## config.mk

```make
export PLATFORM = sky130hd
export DESIGN_NAME = wii_core
export DESIGN_NICKNAME = d
export VERILOG_FILES = /design/src/wii_pkg.sv /design/src/wii_irq_if.sv /design/src/wii_core.sv /design/src/wii_filter.sv /design/src/wii_pulse.sv
export SDC_FILE = /design/constraint.sdc
export NUM_CORES = 1
export LEC_CHECK = 0
export BUFFER_PORTS_ARGS = -buffer_cell sky130_fd_sc_hd__buf_2
export CAP_MARGIN = 20
export CORE_ASPECT_RATIO = 1.1
export CORE_MARGIN = 2
export CORE_UTILIZATION = 61
export CTS_CLUSTER_SIZE = 20
export DETAILED_ROUTE_END_ITERATION = 7
export HOLD_SLACK_MARGIN = 0.15
export PLACE_DENSITY = 0.85
export SETUP_SLACK_MARGIN = 0.05
export SYNTH_ARGS = -nofsm -noshare
export SYNTH_HDL_FRONTEND = slang
export SYNTH_SLANG_ARGS = --single-unit
export TNS_END_PERCENT = 100
```

## constraint.sdc

```tcl
create_clock -name CORE_CLK -period 4.69 [get_ports CORE_CLK]
set_input_delay 0.469 -clock CORE_CLK [delete_from_list [all_inputs] [get_ports CORE_CLK]]
set_output_delay 0.469 -clock CORE_CLK [all_outputs]
set_load 0.005 [all_outputs]
```

## src/wii_pkg.sv

```systemverilog
// Shared constants, types and helpers of the wake input and interrupt block
package wii_pkg;

    // Core clock period in picoseconds (125 MHz)
    localparam int CLK_PERIOD_PS   = 8000;

    // Wake filter time in microseconds; a least time, so cycles round up
    localparam int WAKE_FILTER_US  = 16;
    localparam int WAKE_FILTER_CYC = (WAKE_FILTER_US * 1000000 + CLK_PERIOD_PS - 1) / CLK_PERIOD_PS;

    // Interrupt pulse width and least gap between pulses, in microseconds
    localparam int IRQ_PULSE_US    = 100;
    localparam int IRQ_PULSE_CYC   = (IRQ_PULSE_US * 1000000) / CLK_PERIOD_PS;
    localparam int IRQ_GAP_US      = 100;
    localparam int IRQ_GAP_CYC     = (IRQ_GAP_US * 1000000 + CLK_PERIOD_PS - 1) / CLK_PERIOD_PS;

    // Pull source select codes
    localparam logic [1:0] PULL_NONE  = 2'h0;
    localparam logic [1:0] PULL_DOWN  = 2'h1;
    localparam logic [1:0] PULL_UP    = 2'h2;
    localparam logic [1:0] PULL_AUTO  = 2'h3;
    localparam logic [1:0] PULL_RESET = PULL_NONE;

    // Bit positions of the first wake status register
    localparam int WS1_CAN   = 0;
    localparam int WS1_PIN   = 1;
    localparam int WS1_TIMER = 2;
    localparam int WS1_W     = 3;

    // Bit positions of the level status register
    localparam int LVL_HV    = 0;
    localparam int LVL_GPIO  = 1;
    localparam int LVL_W     = 2;

    // Widths of interrupting failure flags and of restart or fail-safe flags
    localparam int FAIL_W    = 4;
    localparam int EXC_W     = 6;

    // Operating modes of the device
    typedef enum logic [2:0] {
        MODE_INIT,
        MODE_NORMAL,
        MODE_STOP,
        MODE_SLEEP,
        MODE_RESTART,
        MODE_FAILSAFE
    } wii_mode_t;

    // Interrupt pulses are allowed only in normal and stop mode
    function automatic logic irq_mode_ok(input wii_mode_t m);
        irq_mode_ok = (m == MODE_NORMAL) || (m == MODE_STOP);
    endfunction

    // Low power modes in which a wake event wakes the device instead
    function automatic logic wake_mode(input wii_mode_t m);
        wake_mode = (m == MODE_SLEEP) || (m == MODE_FAILSAFE);
    endfunction

endpackage

```

## src/wii_irq_if.sv

```systemverilog
// Request and pulse signals between the block core and its interrupt pulser
`timescale 1ns/1ps
interface wii_irq_if;
    logic req;
    logic abort;
    logic ready;
    logic start;
    logic irq_n;

    modport gen
    (
        input  req,
        input  abort,
        output ready,
        output start,
        output irq_n
    );

    modport user
    (
        output req,
        output abort,
        input  ready,
        input  start,
        input  irq_n
    );
endinterface

```

## src/wii_core.sv

```systemverilog
// Wake input logic with filtered and cyclic sensing and pulsed interrupt
`timescale 1ns/1ps
module wii_core #(
    parameter int IRQ_PULSE_CYC = wii_pkg::IRQ_PULSE_CYC,
    parameter int IRQ_GAP_CYC   = wii_pkg::IRQ_GAP_CYC
) (
    input  wire logic                       CORE_CLK,
    input  wire logic                       RST_N,
    input  wire wii_pkg::wii_mode_t         MODE,
    input  wire logic                       HV_WAKE_PIN,
    input  wire logic                       FAIL_MULTIPURPOSE_PIN,
    input  wire logic                       GPIO_IS_WAKE_INPUT,
    input  wire logic                       WAKE_PIN_ENABLE,
    input  wire logic                       CYCLIC_SENSE_SEL,
    input  wire logic                       GPIO_HIGH_SIDE_SWITCH,
    input  wire logic [1:0]                 WAKE_PULL_CONFIG,
    input  wire logic                       HV_MEASURE_ENABLE,
    input  wire logic                       IRQ_CLASS_GLOBAL,
    input  wire logic                       CAN_WAKE_EVT,
    input  wire logic                       CAN_WAKE_EN,
    input  wire logic                       TIMER_WAKE_EVT,
    input  wire logic                       TIMER_WAKE_EN,
    input  wire logic [wii_pkg::FAIL_W-1:0] FAIL_EVT,
    input  wire logic [wii_pkg::EXC_W-1:0]  EXC_EVT,
    input  wire logic                       CLR_WAKE_FIRST,
    input  wire logic                       CLR_WAKE_SECOND,
    input  wire logic                       CLR_FAIL_STATUS,
    input  wire logic                       CLR_EXC_STATUS,
    input  wire logic                       SLEEP_REQ,
    output logic                            IRQ_OUT_N,
    output logic [wii_pkg::WS1_W-1:0]       WAKE_STATUS_FIRST,
    output logic                            WAKE_STATUS_SECOND,
    output logic [wii_pkg::LVL_W-1:0]       WAKE_LEVEL_STATUS,
    output logic [wii_pkg::FAIL_W-1:0]      FAIL_STATUS,
    output logic [wii_pkg::EXC_W-1:0]       EXC_STATUS,
    output logic                            PULL_UP_ON,
    output logic                            PULL_DOWN_ON,
    output logic                            MEAS_ROUTE_ON,
    output logic                            WAKE_UP_REQ,
    output logic                            SLEEP_GRANT,
    output logic                            SPI_FAIL_SET,
    output logic                            RESTART_REQ
);
    localparam int W1 = wii_pkg::WS1_W;
    localparam int FW = wii_pkg::FAIL_W;
    localparam int EW = wii_pkg::EXC_W;

    typedef struct packed {
        wii_pkg::wii_mode_t  mode_prev;
        logic                hs_prev;
        logic                samp;
        logic                samp_valid;
        logic                cyc_evt;
        logic [W1-1:0]       pend1;
        logic                pend2;
        logic [FW-1:0]       pendf;
        logic                stop_entry;
        logic [W1-1:0]       ws1;
        logic                ws2;
        logic [FW-1:0]       fail;
        logic [EW-1:0]       exc;
        logic [wii_pkg::LVL_W-1:0] lvl;
        logic                pull_up;
        logic                pull_dn;
        logic                meas;
        logic                wake_up;
        logic                sleep_ok;
        logic                spi_fail;
        logic                restart;
    } wii_core_t;

    wii_core_t s_q;
    wii_core_t s_d;

    wii_irq_if irq ();

    logic hv_level;
    logic hv_evt;
    logic gp_level;
    logic gp_evt;
    logic mode_ok;
    logic hv_wake;
    logic gp_wake;
    logic [W1-1:0] new1;
    logic          pub;
    logic          sole_pin;

    // static filter on the wake pin
    wii_filter #(
        .CYC   (wii_pkg::WAKE_FILTER_CYC)
    ) u_hv_filter (
        .clk   (CORE_CLK),
        .rst_n (RST_N),
        .pin   (HV_WAKE_PIN),
        .arm   (!HV_MEASURE_ENABLE && !CYCLIC_SENSE_SEL),
        .level (hv_level),
        .evt   (hv_evt)
    );

    // same static filter on the multipurpose pin
    wii_filter #(
        .CYC   (wii_pkg::WAKE_FILTER_CYC)
    ) u_gp_filter (
        .clk   (CORE_CLK),
        .rst_n (RST_N),
        .pin   (FAIL_MULTIPURPOSE_PIN),
        .arm   (GPIO_IS_WAKE_INPUT && !HV_MEASURE_ENABLE),
        .level (gp_level),
        .evt   (gp_evt)
    );

    wii_pulse #(
        .PULSE_CYC (IRQ_PULSE_CYC),
        .GAP_CYC   (IRQ_GAP_CYC)
    ) u_pulse (
        .clk   (CORE_CLK),
        .rst_n (RST_N),
        .irq   (irq.gen)
    );

    // either edge counts; measurement gates the internal wake
    always_comb
    begin
        mode_ok  = wii_pkg::irq_mode_ok(MODE);
        hv_wake  = !HV_MEASURE_ENABLE && WAKE_PIN_ENABLE && (CYCLIC_SENSE_SEL ? s_q.cyc_evt : hv_evt);
        gp_wake  = !HV_MEASURE_ENABLE && GPIO_IS_WAKE_INPUT && gp_evt;
        // only sources enabled for wake are recorded
        new1     = '0;
        new1[wii_pkg::WS1_CAN]   = CAN_WAKE_EN && CAN_WAKE_EVT;
        new1[wii_pkg::WS1_PIN]   = hv_wake;
        new1[wii_pkg::WS1_TIMER] = TIMER_WAKE_EN && TIMER_WAKE_EVT;
        sole_pin = WAKE_PIN_ENABLE && !CAN_WAKE_EN && !TIMER_WAKE_EN && !GPIO_IS_WAKE_INPUT;
        // pending events are published as the pulse starts, and at once outside normal and stop
        pub      = irq.start || !mode_ok;
    end

    // wake events interrupt; failures only in global class
    // restart and fail-safe flags have no path to the request
    // requests and pulses are blocked outside normal and stop
    assign irq.req   = mode_ok && ((|s_q.pend1) || s_q.pend2 || (IRQ_CLASS_GLOBAL && (|s_q.pendf)) || s_q.stop_entry);
    assign irq.abort = !mode_ok;

    always_comb
    begin
        s_d           = s_q;
        s_d.mode_prev = MODE;
        s_d.hs_prev   = GPIO_HIGH_SIDE_SWITCH;
        s_d.cyc_evt   = 1'b0;

        // sample only while the high-side switch is on
        if (!CYCLIC_SENSE_SEL || HV_MEASURE_ENABLE)
        begin
            s_d.samp_valid = 1'b0;
        end
        else if (GPIO_HIGH_SIDE_SWITCH)
        begin
            s_d.samp       = HV_WAKE_PIN;
            s_d.samp_valid = 1'b1;
            s_d.cyc_evt    = s_q.samp_valid && (HV_WAKE_PIN != s_q.samp);
        end

        // Pending set wins over the publish that empties it
        s_d.pend1 = (pub ? '0 : s_q.pend1) | new1;
        s_d.pend2 = (pub ? 1'b0 : s_q.pend2) | gp_wake;
        if (IRQ_CLASS_GLOBAL)
            s_d.pendf = (pub ? '0 : s_q.pendf) | FAIL_EVT;
        else
            s_d.pendf = '0;

        // sticky first wake status; cleared only by the host
        s_d.ws1 = (s_q.ws1 & ~{W1{CLR_WAKE_FIRST}}) | (pub ? s_q.pend1 : '0);
        // multipurpose pin wake lands in second wake status
        s_d.ws2 = (s_q.ws2 && !CLR_WAKE_SECOND) || (pub && s_q.pend2);
        // Without global class failures latch at once but never interrupt; a pending one is kept, not lost
        s_d.fail = (s_q.fail & ~{FW{CLR_FAIL_STATUS}})
                 | (IRQ_CLASS_GLOBAL ? (pub ? s_q.pendf : '0) : (FAIL_EVT | s_q.pendf));
        // these flags latch only, no interrupt
        s_d.exc = (s_q.exc & ~{EW{CLR_EXC_STATUS}}) | EXC_EVT;

        // stop entry with wake bits left pulses once
        if (MODE == wii_pkg::MODE_STOP && s_q.mode_prev != wii_pkg::MODE_STOP && ((|s_q.ws1) || s_q.ws2))
            s_d.stop_entry = 1'b1;
        else if (irq.start || MODE != wii_pkg::MODE_STOP)
            s_d.stop_entry = 1'b0;

        // live or sampled level; forced to zero when measuring
        if (HV_MEASURE_ENABLE)
            s_d.lvl = '0;
        else
        begin
            s_d.lvl[wii_pkg::LVL_HV]   = CYCLIC_SENSE_SEL ? s_q.samp : hv_level;
            s_d.lvl[wii_pkg::LVL_GPIO] = GPIO_IS_WAKE_INPUT ? gp_level : 1'b0;
        end

        // pull decode; auto follows the detected level
        s_d.pull_up = 1'b0;
        s_d.pull_dn = 1'b0;
        if (!HV_MEASURE_ENABLE)
        begin
            case (WAKE_PULL_CONFIG)
                wii_pkg::PULL_DOWN: s_d.pull_dn = 1'b1;
                wii_pkg::PULL_UP:   s_d.pull_up = 1'b1;
                wii_pkg::PULL_AUTO:
                begin
                    s_d.pull_up = s_q.lvl[wii_pkg::LVL_HV];
                    s_d.pull_dn = !s_q.lvl[wii_pkg::LVL_HV];
                end
                default:            s_d.pull_up = 1'b0;
            endcase
        end

        // measurement routes the pin out and idles the wake pin and multipurpose pin wakes
        s_d.meas = HV_MEASURE_ENABLE;

        // in low power modes a wake event wakes instead of interrupting
        s_d.wake_up = wii_pkg::wake_mode(MODE) && ((|new1) || gp_wake);

        // sleep refused when the gated wake pin is the only source
        s_d.spi_fail = SLEEP_REQ && HV_MEASURE_ENABLE && sole_pin;
        s_d.restart  = SLEEP_REQ && HV_MEASURE_ENABLE && sole_pin;
        s_d.sleep_ok = SLEEP_REQ && !(HV_MEASURE_ENABLE && sole_pin);
    end

    // State register; pull sources reset to none
    always_ff @(posedge CORE_CLK)
    begin
        if (!RST_N)
            s_q <= '{mode_prev: wii_pkg::MODE_INIT, default: '0};
        else
            s_q <= s_d;
    end

    // the pulser owns the pin; mode is never touched here
    assign IRQ_OUT_N          = irq.irq_n;
    assign WAKE_STATUS_FIRST  = s_q.ws1;
    assign WAKE_STATUS_SECOND = s_q.ws2;
    assign WAKE_LEVEL_STATUS  = s_q.lvl;
    assign FAIL_STATUS        = s_q.fail;
    assign EXC_STATUS         = s_q.exc;
    assign PULL_UP_ON         = s_q.pull_up;
    assign PULL_DOWN_ON       = s_q.pull_dn;
    assign MEAS_ROUTE_ON      = s_q.meas;
    assign WAKE_UP_REQ        = s_q.wake_up;
    assign SLEEP_GRANT        = s_q.sleep_ok;
    assign SPI_FAIL_SET       = s_q.spi_fail;
    assign RESTART_REQ        = s_q.restart;
endmodule

```

## src/wii_filter.sv

```systemverilog
// Edge filter that accepts a level change only after it holds for a set time
`timescale 1ns/1ps
module wii_filter #(
    parameter int CYC = wii_pkg::WAKE_FILTER_CYC
) (
    input  wire logic clk,
    input  wire logic rst_n,
    input  wire logic pin,
    input  wire logic arm,
    output logic      level,
    output logic      evt
);
    localparam int CW = $clog2(CYC + 1);

    typedef struct packed {
        logic          stable;
        logic [CW-1:0] cnt;
        logic          evt;
    } wii_flt_t;

    wii_flt_t s_q;
    wii_flt_t s_d;

    // Count while the pin differs; a cross back restarts the wait
    always_comb
    begin
        s_d     = s_q;
        s_d.evt = 1'b0;
        if (!arm)
        begin
            // Disarmed input tracks silently so arming does not fake an edge
            s_d.stable = pin;
            s_d.cnt    = '0;
        end
        else if (pin != s_q.stable)
        begin
            if (s_q.cnt == CW'(CYC - 1))
            begin
                s_d.stable = pin;
                s_d.cnt    = '0;
                s_d.evt    = 1'b1;
            end
            else
            begin
                s_d.cnt = s_q.cnt + CW'(1);
            end
        end
        else
        begin
            s_d.cnt = '0;
        end
    end

    // State register
    always_ff @(posedge clk)
    begin
        if (!rst_n)
            s_q <= '0;
        else
            s_q <= s_d;
    end

    assign level = s_q.stable;
    assign evt   = s_q.evt;
endmodule

```

## src/wii_pulse.sv

```systemverilog
// Interrupt pulser: fixed low time cut short only by an abort, then a least high time before the next
`timescale 1ns/1ps
module wii_pulse #(
    parameter int PULSE_CYC = wii_pkg::IRQ_PULSE_CYC,
    parameter int GAP_CYC   = wii_pkg::IRQ_GAP_CYC
) (
    input  wire logic clk,
    input  wire logic rst_n,
    wii_irq_if.gen    irq
);
    localparam int CW = $clog2((PULSE_CYC > GAP_CYC ? PULSE_CYC : GAP_CYC) + 1);

    typedef enum logic [1:0] {
        P_IDLE,
        P_LOW,
        P_GAP
    } wii_pst_t;

    typedef struct packed {
        wii_pst_t      st;
        logic [CW-1:0] cnt;
        logic          irq_n;
    } wii_pls_t;

    wii_pls_t s_q;
    wii_pls_t s_d;

    // Ready only when idle, so the gap can never be cut short
    assign irq.ready = (s_q.st == P_IDLE) && !irq.abort;
    assign irq.start = irq.req && irq.ready;
    assign irq.irq_n = s_q.irq_n;

    always_comb
    begin
        s_d = s_q;
        case (s_q.st)
            P_IDLE:
            begin
                if (irq.start)
                begin
                    s_d.st    = P_LOW;
                    s_d.cnt   = '0;
                    s_d.irq_n = 1'b0;
                end
            end
            P_LOW:
            begin
                // Abort releases at once; the gap still follows
                if (irq.abort || s_q.cnt == CW'(PULSE_CYC - 1))
                begin
                    s_d.st    = P_GAP;
                    s_d.cnt   = '0;
                    s_d.irq_n = 1'b1;
                end
                else
                begin
                    s_d.cnt = s_q.cnt + CW'(1);
                end
            end
            P_GAP:
            begin
                if (s_q.cnt == CW'(GAP_CYC - 1))
                    s_d.st = P_IDLE;
                else
                    s_d.cnt = s_q.cnt + CW'(1);
            end
            default:
            begin
                s_d.st    = P_IDLE;
                s_d.irq_n = 1'b1;
            end
        endcase
    end

    // State register; the output rests high
    always_ff @(posedge clk)
    begin
        if (!rst_n)
            s_q <= '{st: P_IDLE, cnt: '0, irq_n: 1'b1};
        else
            s_q <= s_d;
    end
endmodule
```

==> qor.txt, run 1 <==
CTS tree -> yes
Vias per Instance -> 5.546
Post-DP HPWL -> 5113 um
Bufs and invs on worst path -> 0
fillers -> 443
post-synthesis xor/xnor area fraction -> 0.05703
Setup TNS -> 0 ns
Die Y -> 85.53 um
YS warnings -> 0
num ports -> 58
DRC viols -> 0
layout cell share with drive strength beyond 1 -> 0.2000
# hold bufs at CTS -> 0
worst setup path class -> reg -> reg
FF-to-FF setup slack -> 2.30 ns
Mapped Cells -> 400
Worst Path Arrival -> 2.64 ns
Max-cap violations -> 0
final setup violation count -> 0
GRT Total Usage -> 0.2221
Setup crit end kind -> flop
std cell rows -> 29
Setup Buffers After CTS -> 0
WP data required -> 4.93 ns
RSZ-0062 raised after global routing -> false
CP cell instances -> o41ai_2 > a311oi_2 > o21bai_1 > nor3_1 > a221o_1
Root Driver -> clkbuf_8
Power Dens Cells -> 361.0 nW/um2
largest family of logic cells by synthesized area -> simple AND/OR/NAND/NOR gates
simple-gate share of the synthesized area -> 0.2458
die area -> 6681 um2
Clock transition at path regs -> 0.08 ns
largest net degree at the start of global routing -> 36
Post-Syn Area -> 3686 um2
first-pass GRT wire length -> 11900 um
number of global-route vias before repair -> 2756
Reg-to-Reg End -> u_pulse.s_q[13]
ys async rst share -> 0
CP max stage delay -> 0.79 ns
EDFF count, synth -> 0
Crit Path Max Fanout -> 13
worst slew pin tran -> 1.065 ns
number of synthesized register bits -> 80
Pre-Repair DR Iteration Count -> 4
final period utilization -> 0.5100
cts bufs inserted -> 9
Slew Limit Fails -> 0
Worst Setup Start Kind -> flop
worst skew pair latency -> 0.35 ns
width of the die -> 78.12 um
area grow syn2layout -> 11.00%
skew final -> 0.005157 ns
maximum VDD drop -> 0.0002248 V
hold_sp -> WAKE_PULL_CONFIG[1]
hold path endpoint -> PULL_DOWN_ON
cell count of the worst reg-to-reg path -> 5
post-layout min period -> 2.392 ns
routability cong. -> 0.8728
initial antenna violation count -> 0
# nets final -> 482
post_cts resized -> 0
H-tree Lvls -> 3
Final Hold Viols -> 0
Main synth FF type -> dfxtp_1
Worst Hold Depth -> 2
per-cell routed wire length -> 13.85 um
IO Port Bufs -> 57
Synth Area in Adders -> 0.02716
Bufs on Longest Clock Path -> 2
post-synthesis compound-gate area fraction -> 0.1480
reg2reg start -> s_q[26]
mux cell area share after synthesis -> 0.01935
Design Power -> 1.477 mW
Netlist cell types -> 59
Starting Density -> 0.6349
HP Class -> in -> reg
run status -> finished, final reports clean
Seq/Total Area, Yosys -> 0.4345
WL final -> 7230 um
DR iter-0 viols -> 193
core area -> 5806 um2
antenna viol nets, final -> 0
via count -> 2895
Slew HR -> 0.2900
Post-Syn Area per Cell -> 9.215 um2
Syn Nets -> 442
GR Overflow Total -> 0
Worst path slowest cell -> o21bai_1
Top delay family on crit path -> compound AO/OA/AOI/OAI gates
antenna cells -> 0
Leak -> 1.704 nW
clock sinks -> 80
f_max -> 418.1 MHz
-- registers in the layout, summed over array words and instances (netlist names), 2 cells and up --
register,count
WAKE_STATUS_FIRST,3
u_pulse.s_q,16
u_gp_filter.s_q,11
s_q,15
u_hv_filter.s_q,11
EXC_STATUS,6
WAKE_LEVEL_STATUS,2
FAIL_STATUS,4
-- stage by stage --
step | cells | area, um2 | hold WS (ns) | util | setup slack (ns)
global route | 522 | 4091 | 0.3008 | 0.7047 | 2.132
detailed placement | 506 | 3872 | 0.4355 | 0.6670 | 2.347
floorplan | 400 | 3686 | 0.4130 | - | 2.652
global placement | 506 | 3872 | 0.4272 | 0.6670 | 2.411
CTS | 522 | 4091 | 0.2926 | 0.7047 | 2.312
finish | 522 | 4091 | 0.3030 | 0.7047 | 2.298
-- synthesized netlist by cell type (3+ instances only) --
library cell | count | share of area
dfxtp_1 | 80 | 0.43
nor2_1 | 40 | 0.041
nor2b_1 | 23 | 0.039
nand2_1 | 20 | 0.020
a21oi_1 | 17 | 0.023
buf_4 | 17 | 0.035
and3_1 | 16 | 0.027
inv_1 | 15 | 0.015
nand3_1 | 15 | 0.020
xnor2_1 | 15 | 0.036
o21a_1 | 11 | 0.022
xor2_1 | 9 | 0.021
clkbuf_1 | 8 | 0.0081
ha_1 | 8 | 0.027
nor3_1 | 8 | 0.011
o21ai_0 | 7 | 0.0095
and2_1 | 6 | 0.010
mux2i_1 | 6 | 0.016
nor4_1 | 6 | 0.010
a221o_1 | 5 | 0.014
nand2b_1 | 5 | 0.0085
a21boi_0 | 4 | 0.0081
nand4_1 | 4 | 0.0068
a21o_1 | 3 | 0.0061
a22oi_1 | 3 | 0.0061
nor3b_1 | 3 | 0.0061
nor4b_1 | 3 | 0.0071
o22ai_1 | 3 | 0.0051
or3_1 | 3 | 0.0051
-- cell usage in the layout, fill, tap and decap left out, types with 6 or more instances in the layout --
master,netlist,final
o21ai_0,7,7
a21oi_1,17,17
mux2i_1,6,6
dfxtp_1,80,80
buf_2,0,57
o21a_1,11,11
nor4_1,6,6
nor3_1,8,8
xnor2_1,15,15
and2_1,6,6
clkbuf_8,0,9
nand3_1,15,15
nor2_1,40,40
xor2_1,9,9
inv_1,15,15
and3_1,16,16
nor2b_1,23,23
nand2_1,20,20
ha_1,8,8
-- metal layers --
layer  vias up  track usage  share of wire
met4         0       0.1069          0.013
met3         9      0.04316          0.044
met1      1365       0.2652           0.44
li1       1461            -              -
met2        60       0.3848           0.50
met5         -            0              0
-- where the power goes --
part           internal (mW)  leakage, nW  switching, mW
combinational         0.0769        0.943          0.125
clock                  0.300        0.110          0.258
sequential             0.702        0.651         0.0144
-- worst register-to-register path: stages (launching register included) --
cell	delay (ns)
dfxtp_1	0.33
o41ai_2	0.44
a311oi_2	0.19
o21bai_1	0.79
nor3_1	0.20
a221o_1	0.34
-- worst max path at each step --
stage / from / end / depth (start not counted)
5_1_grt: s_q[26] / u_pulse.s_q[13] / 5
2_1_floorplan: u_pulse.s_q[1] / u_pulse.s_q[4] / 7
4_1_cts: s_q[26] / u_pulse.s_q[13] / 5
6_report: s_q[26] / u_pulse.s_q[13] / 5
3_5_place_dp: s_q[26] / u_pulse.s_q[13] / 5
3_3_place_gp: s_q[26] / u_pulse.s_q[13] / 5
-- cell families (layout without fill, tap and decap cells) --
kind of cell    Yosys count  count (layout)
buf+inv                  43              88
xor+xnor                 24              24
fa+ha+maj                 8               8
flops                    80              80
compound gates           73              73
mux                       7               7
simple gates            165             165
-- area by class of cell --
type                            count  area (um2)  share of cell area
Clock buffer                        9       123.9             0.03028
Clock inverter                      7       95.09             0.02324
Inverter                           15       56.30             0.01376
Multi-Input combinational cell    277        1833              0.4480
Sequential cell                    80        1602              0.3914
Tap cell                           77       96.34             0.02355
Timing Repair Buffer               57       285.3             0.06972
No activity file was read; power rests on OpenSTA's default activity.
==> inputs of run 2 (changes only) <==
--- a/config.mk
+++ b/config.mk
@@ -9,11 +9,11 @@
 export CAP_MARGIN = 20
 export CORE_ASPECT_RATIO = 1.1
 export CORE_MARGIN = 2
-export CORE_UTILIZATION = 61
+export CORE_UTILIZATION = 56
 export CTS_CLUSTER_SIZE = 20
 export DETAILED_ROUTE_END_ITERATION = 7
 export HOLD_SLACK_MARGIN = 0.15
-export PLACE_DENSITY = 0.85
+export PLACE_DENSITY = 0.79
 export SETUP_SLACK_MARGIN = 0.05
 export SYNTH_ARGS = -nofsm -noshare
 export SYNTH_HDL_FRONTEND = slang
==> constraint.sdc (replaced) <==
create_clock -name CORE_CLK -period 2.25 [get_ports CORE_CLK]
set_input_delay 0.225 -clock CORE_CLK [delete_from_list [all_inputs] [get_ports CORE_CLK]]
set_output_delay 0.225 -clock CORE_CLK [all_outputs]
set_load 0.005 [all_outputs]
==> qor.txt, run 2 (synthesized netlist as in run 1, its figures left out) <==
layout cell share with drive strength beyond 1 -> 0.2194 (was 0.2000)
GRT Total Usage -> 0.2297 (was 0.2221)
area grow syn2layout -> 18.53% (was 11.00%)
per-cell routed wire length -> 13.92 um (was 13.85 um)
Largest regs -> u_pulse.s_q: 16 flops, s_q: 15 flops (unchanged)
final period utilization -> 0.9467 (was 0.5100)
Die Y -> 89.09 um (was 85.53 um)
width of the die -> 81.36 um (was 78.12 um)
skew final -> 0.008295 ns (was 0.005157 ns)
DR iter-0 viols -> 154 (was 193)
cts bufs inserted -> 9 (unchanged)
Post-DP HPWL -> 5106 um (was 5113 um)
Pre-Repair DR Iteration Count -> 4 (unchanged)
Top delay family on crit path -> simple AND/OR/NAND/NOR gates (was compound AO/OA/AOI/OAI gates)
worst setup path class -> reg -> reg (unchanged)
reg2reg start -> u_pulse.s_q[1] (was s_q[26])
fillers -> 504 (was 443)
antenna cells -> 0 (unchanged)
f_max -> 469.5 MHz (was 418.1 MHz)
num ports -> 58 (unchanged)
GR Overflow Total -> 0 (unchanged)
maximum VDD drop -> 0.0004532 V (was 0.0002248 V)
commonest non-fill, non-tap cell in the layout -> dfxtp_1 (unchanged)
Slew Limit Fails -> 0 (unchanged)
number of global-route vias before repair -> 2904 (was 2756)
DRC viols -> 0 (unchanged)
Slew HR -> 0.6981 (was 0.2900)
Clock transition at path regs -> 0.08 ns (about the same)
routability cong. -> 0.8539 (was 0.8728)
H-tree Lvls -> 3 (unchanged)
Starting Density -> 0.5691 (was 0.6349)
HP Class -> in -> reg (unchanged)
initial antenna violation count -> 0 (unchanged)
final setup violation count -> 0 (unchanged)
post-layout min period -> 2.130 ns (was 2.392 ns)
core area -> 6477 um2 (was 5806 um2)
final worst slack -> 0.1199 ns (was 2.298 ns)
Largest register FFs -> 16 (unchanged)
Max-cap violations -> 0 (unchanged)
Bufs and invs on worst path -> 1 (was 0)
Inst Count DP -> 518 (was 506)
Most flops, register -> u_pulse.s_q (unchanged)
std cell rows -> 31 (was 29)
first-pass GRT wire length -> 12610 um (was 11900 um)
Setup TNS -> 0 ns (unchanged)
Worst Path Arrival -> 2.38 ns (was 2.64 ns)
Bufs on Longest Clock Path -> 2 (unchanged)
hold_sp -> FAIL_MULTIPURPOSE_PIN (was WAKE_PULL_CONFIG[1])
CP max stage delay -> 0.49 ns (was 0.79 ns)
run status -> finished, final reports clean (unchanged)
Crit Path Max Fanout -> 6 (was 13)
worst skew pair latency -> 0.36 ns (was 0.35 ns)
IO Port Bufs -> 57 (unchanged)
CP cell instances -> ha_2 > or4b_4 > nor4_4 > buf_4 > or2_4 > nor3_1 > a221o_1 (was o41ai_2 > a311oi_2 > o21bai_1 > nor3_1 > a221o_1)
worst slew pin tran -> 0.4465 ns (was 1.065 ns)
crit path launch -> u_pulse.s_q[1] (was s_q[26])
Place WS -> 0.09998 ns (was 2.347 ns)
clock sinks -> 80 (unchanged)
Setup crit end kind -> flop (unchanged)
WP data required -> 2.50 ns (was 4.93 ns)
Final Instance Count excl. Fillers -> 556 (was 522)
Vias per Instance -> 5.511 (was 5.546)
antenna viol nets, final -> 0 (unchanged)
Root Driver -> clkbuf_8 (unchanged)
CTS tree -> yes (unchanged)
WL final -> 7737 um (was 7230 um)
Design Power -> 3.130 mW (was 1.477 mW)
Power Dens Cells -> 716.3 nW/um2 (was 361.0 nW/um2)
Util after Layout -> 0.6745 (was 0.7047)
die area -> 7248 um2 (was 6681 um2)
largest net degree at the start of global routing -> 34 (was 36)
highest-count cells in the layout ignoring fill and taps -> dfxtp_1, buf_2, nor2_1, nor2b_1, nand2_1 (unchanged)
Final Hold Viols -> 0 (unchanged)
Worst Setup Start Kind -> flop (unchanged)
# nets final -> 511 (was 482)
RSZ-0062 raised after global routing -> false (unchanged)
Leak -> 1.827 nW (was 1.704 nW)
Worst path slowest cell -> or4b_4 (was o21bai_1)
via count -> 3064 (was 2895)
==> run 2: path summary, 6_finish.rpt <==
path | endpoint | slack [ns] | cells after the start
max | u_pulse.s_q[13] | 0.12 | 7
min | u_gp_filter.level | 0.16 | 3
max reg2reg | u_pulse.s_q[13] | 0.12 | 7
min reg2reg | s_q[32] | 0.44 | 2
==> run 2: worst min-delay path, cell delays in order <==
cell and delay [ns]:
buf_2 0.10, mux2i_1 0.07, nor2b_1 0.10
==> run 2: metrics by stage <==
| stage | area, um2 | hold WS [ns] |
|---|---|---|
| after floorplan | 3686 | 0.3017 |
| after global placement | 3931 | 0.4197 |
| after detailed placement | 3931 | 0.4231 |
| after CTS | 4338 | 0.1537 |
| after global routing | 4369 | 0.1673 |
| final | 4369 | 0.1620 |
==> run 2: repair_timing <==
action                                  4_1_cts  5_1_grt
pin swaps                                     1        4
resized for setup                             3        3
gates cloned                                  0        1
endpoints found under the hold margin        18        0
hold buffers                                 18        0
buffers inserted                              1        2
endpoints found under the setup margin        1       17
==> run 2: metal layers <==
layer	vias up	share of wire	global-route usage
li1	1531	-	-
met1	1426	0.43	0.2703
met2	88	0.49	0.3875
met3	19	0.050	0.05354
met4	0	0.027	0.1233
met5	-	0	0
==> run 2: final cells by class <==
type	count	area, um2	share of cell area
timing repair buffer	85	540.5	0.1237
multi-input combinational	278	1852	0.4238
clock inverter	5	62.56	0.01432
inverter	15	56.30	0.01289
clock buffer	11	151.4	0.03465
sequential	80	1604	0.3671
tap	82	102.6	0.02348
==> run 2: power breakdown <==
part,switching [mW],total [mW],internal [mW]
Sequential,0.0333,1.50,1.46
Clock,0.543,1.12,0.581
Combinational,0.293,0.509,0.216
Total,0.870,3.13,2.26
==> inputs of run 3 (changes only) <==
--- a/config.mk
+++ b/config.mk
@@ -7,13 +7,11 @@
 export LEC_CHECK = 0
 export BUFFER_PORTS_ARGS = -buffer_cell sky130_fd_sc_hd__buf_2
 export CAP_MARGIN = 20
-export CORE_ASPECT_RATIO = 1.1
 export CORE_MARGIN = 2
-export CORE_UTILIZATION = 56
+export CORE_UTILIZATION = 25
 export CTS_CLUSTER_SIZE = 20
 export DETAILED_ROUTE_END_ITERATION = 7
 export HOLD_SLACK_MARGIN = 0.15
-export PLACE_DENSITY = 0.79
 export SETUP_SLACK_MARGIN = 0.05
 export SYNTH_ARGS = -nofsm -noshare
 export SYNTH_HDL_FRONTEND = slang
==> qor.txt, run 3 (synthesized netlist as in run 1, its figures left out) <==
area grow syn2layout -> 25.36% (was 18.53%)
Bufs on Longest Clock Path -> 2 (unchanged)
Root Driver -> clkbuf_16 (was clkbuf_8)
Setup crit end kind -> flop (unchanged)
Post-DP HPWL -> 5699 um (was 5106 um)
Most flops, register -> u_pulse.s_q (unchanged)
GR Overflow Total -> 0 (unchanged)
largest net degree at the start of global routing -> 30 (was 34)
final period utilization -> 0.9563 (was 0.9467)
GRT Total Usage -> 0.1059 (was 0.2297)
initial antenna violation count -> 0 (unchanged)
# nets final -> 514 (was 511)
worst skew pair latency -> 0.34 ns (was 0.36 ns)
via count -> 3041 (was 3064)
worst setup path class -> reg -> reg (unchanged)
RSZ-0062 raised after global routing -> true (was false)
Max-cap violations -> 0 (unchanged)
Final Hold Viols -> 0 (unchanged)
Fin Hold WS -> 0.1732 ns (was 0.1620 ns)
reg2reg start -> u_pulse.s_q[1] (unchanged)
IO Port Bufs -> 57 (unchanged)
H-tree Lvls -> 3 (unchanged)
antenna cells -> 0 (unchanged)
Worst Path Arrival -> 2.38 ns (about the same)
Power Dens Cells -> 730.5 nW/um2 (was 716.3 nW/um2)
Clock transition at path regs -> 0.06 ns (was 0.08 ns)
layout cell share with drive strength beyond 1 -> 0.2327 (was 0.2194)
Worst Setup Start Kind -> flop (unchanged)
core area -> 14480 um2 (was 6477 um2)
width of the die -> 125.4 um (was 81.36 um)
Inst Count DP -> 622 (was 518)
Die Y -> 125.4 um (was 89.09 um)
hold_sp -> MODE[2] (was FAIL_MULTIPURPOSE_PIN)
crit path launch -> u_pulse.s_q[1] (unchanged)
Starting Density -> 0.2546 (was 0.5691)
WL final -> 8105 um (was 7737 um)
post-layout min period -> 2.152 ns (was 2.130 ns)
number of global-route vias before repair -> 3029 (was 2904)
HP Class -> in -> reg (unchanged)
final setup violation count -> 0 (unchanged)
Vias per Instance -> 4.601 (was 5.511)
Setup TNS -> 0 ns (unchanged)
die area -> 15730 um2 (was 7248 um2)
Slew Limit Fails -> 0 (unchanged)
Final Instance Count excl. Fillers -> 661 (was 556)
Crit Path Max Fanout -> 6 (unchanged)
highest-count cells in the layout ignoring fill and taps -> dfxtp_1, buf_2, nor2_1, nor2b_1, nand2_1 (unchanged)
routability cong. -> 0.7960 (was 0.8539)
cts bufs inserted -> 9 (unchanged)
per-cell routed wire length -> 12.26 um (was 13.92 um)
Slew HR -> 0.6677 (was 0.6981)
maximum VDD drop -> 0.0003872 V (was 0.0004532 V)
Util after Layout -> 0.3191 (was 0.6745)
first-pass GRT wire length -> 13740 um (was 12610 um)
DRC viols -> 0 (unchanged)
WP data required -> 2.47 ns (was 2.50 ns)
Largest regs -> u_pulse.s_q: 16 flops, s_q: 15 flops (unchanged)
antenna viol nets, final -> 0 (unchanged)
Leak -> 1.875 nW (was 1.827 nW)
num ports -> 58 (unchanged)
commonest non-fill, non-tap cell in the layout -> dfxtp_1 (unchanged)
clock sinks -> 80 (unchanged)
CTS tree -> yes (unchanged)
Largest register FFs -> 16 (unchanged)
worst slew pin tran -> 0.4931 ns (was 0.4465 ns)
run status -> finished, final reports clean (unchanged)
Design Power -> 3.376 mW (was 3.130 mW)
Pre-Repair DR Iteration Count -> 4 (unchanged)
std cell rows -> 44 (was 31)
skew final -> 0.007494 ns (was 0.008295 ns)
DR iter-0 viols -> 110 (was 154)
f_max -> 464.8 MHz (was 469.5 MHz)
==> run 3: changes by cell type in the layout (fill, tap and decap cells not counted), moves of 2 or more <==
cell           change
clkbuf_8          -10
buf_4              +5
dlygate4sd3_1      -3
clkbuf_16          +9
clkinv_4           +2
inv_6              -2
clkbuf_1           +2
==> run 3: power breakdown <==
group	internal (mW)	total, mW	switching, mW
combinational	0.222	0.530	0.308
sequential	1.47	1.49	0.0287
clock	0.780	1.35	0.571
==> run 3: cell type report <==
type                    count  area, um2
fillers                  1510       9858
multi-input cells         279       1906
flip-flops and latches     80       1604
repair buffers             87      548.0
clock buffers              12      246.5
well taps                 184      230.2
inverters                  15      56.30
clock inverters             4      30.03
==> run 3: per-stage QoR <==
stage	cell area, um2	setup slack, ns
4_1_cts	4501	0.08179
2_1_floorplan	3686	0.2124
6_report	4621	0.09839
5_1_grt	4621	0.03218
3_5_place_dp	4074	0.1174
3_3_place_gp	4074	0.1583
==> run 3: layer usage <==
layer / track usage / vias to the layer above / wire, um
met5: 0 / - / 0
met4: 0.02288 / 0 / 63
met3: 0.04365 / 7 / 517
met2: 0.1765 / 80 / 3852
met1: 0.1283 / 1430 / 3671
li1: - / 1524 / -
==> run 3: worst paths after layout <==
path / endpoint / slack, ns / cells after the start
setup reg to reg: u_pulse.s_q[10] / 0.1 / 7
hold / removal: s_q[23] / 0.17 / 2
hold reg to reg: s_q[32] / 0.44 / 2
setup / recovery: u_pulse.s_q[10] / 0.1 / 7
==> run 3: timing repair <==
item / CTS / global route
hold endpoints to repair: 16 / 0
resized for setup: 0 / 13
hold buffers: 15 / 0
endpoints found under the setup margin: 0 / 14
buffers inserted: 0 / 6
==> run 3: critical path: stages, from the launching register on <==
cell	delay (ns)
dfxtp_2	0.35
ha_4	0.14
or4b_4	0.47
nor4_4	0.44
buf_4	0.19
or2_4	0.16
nor4_2	0.05
a221o_1	0.26
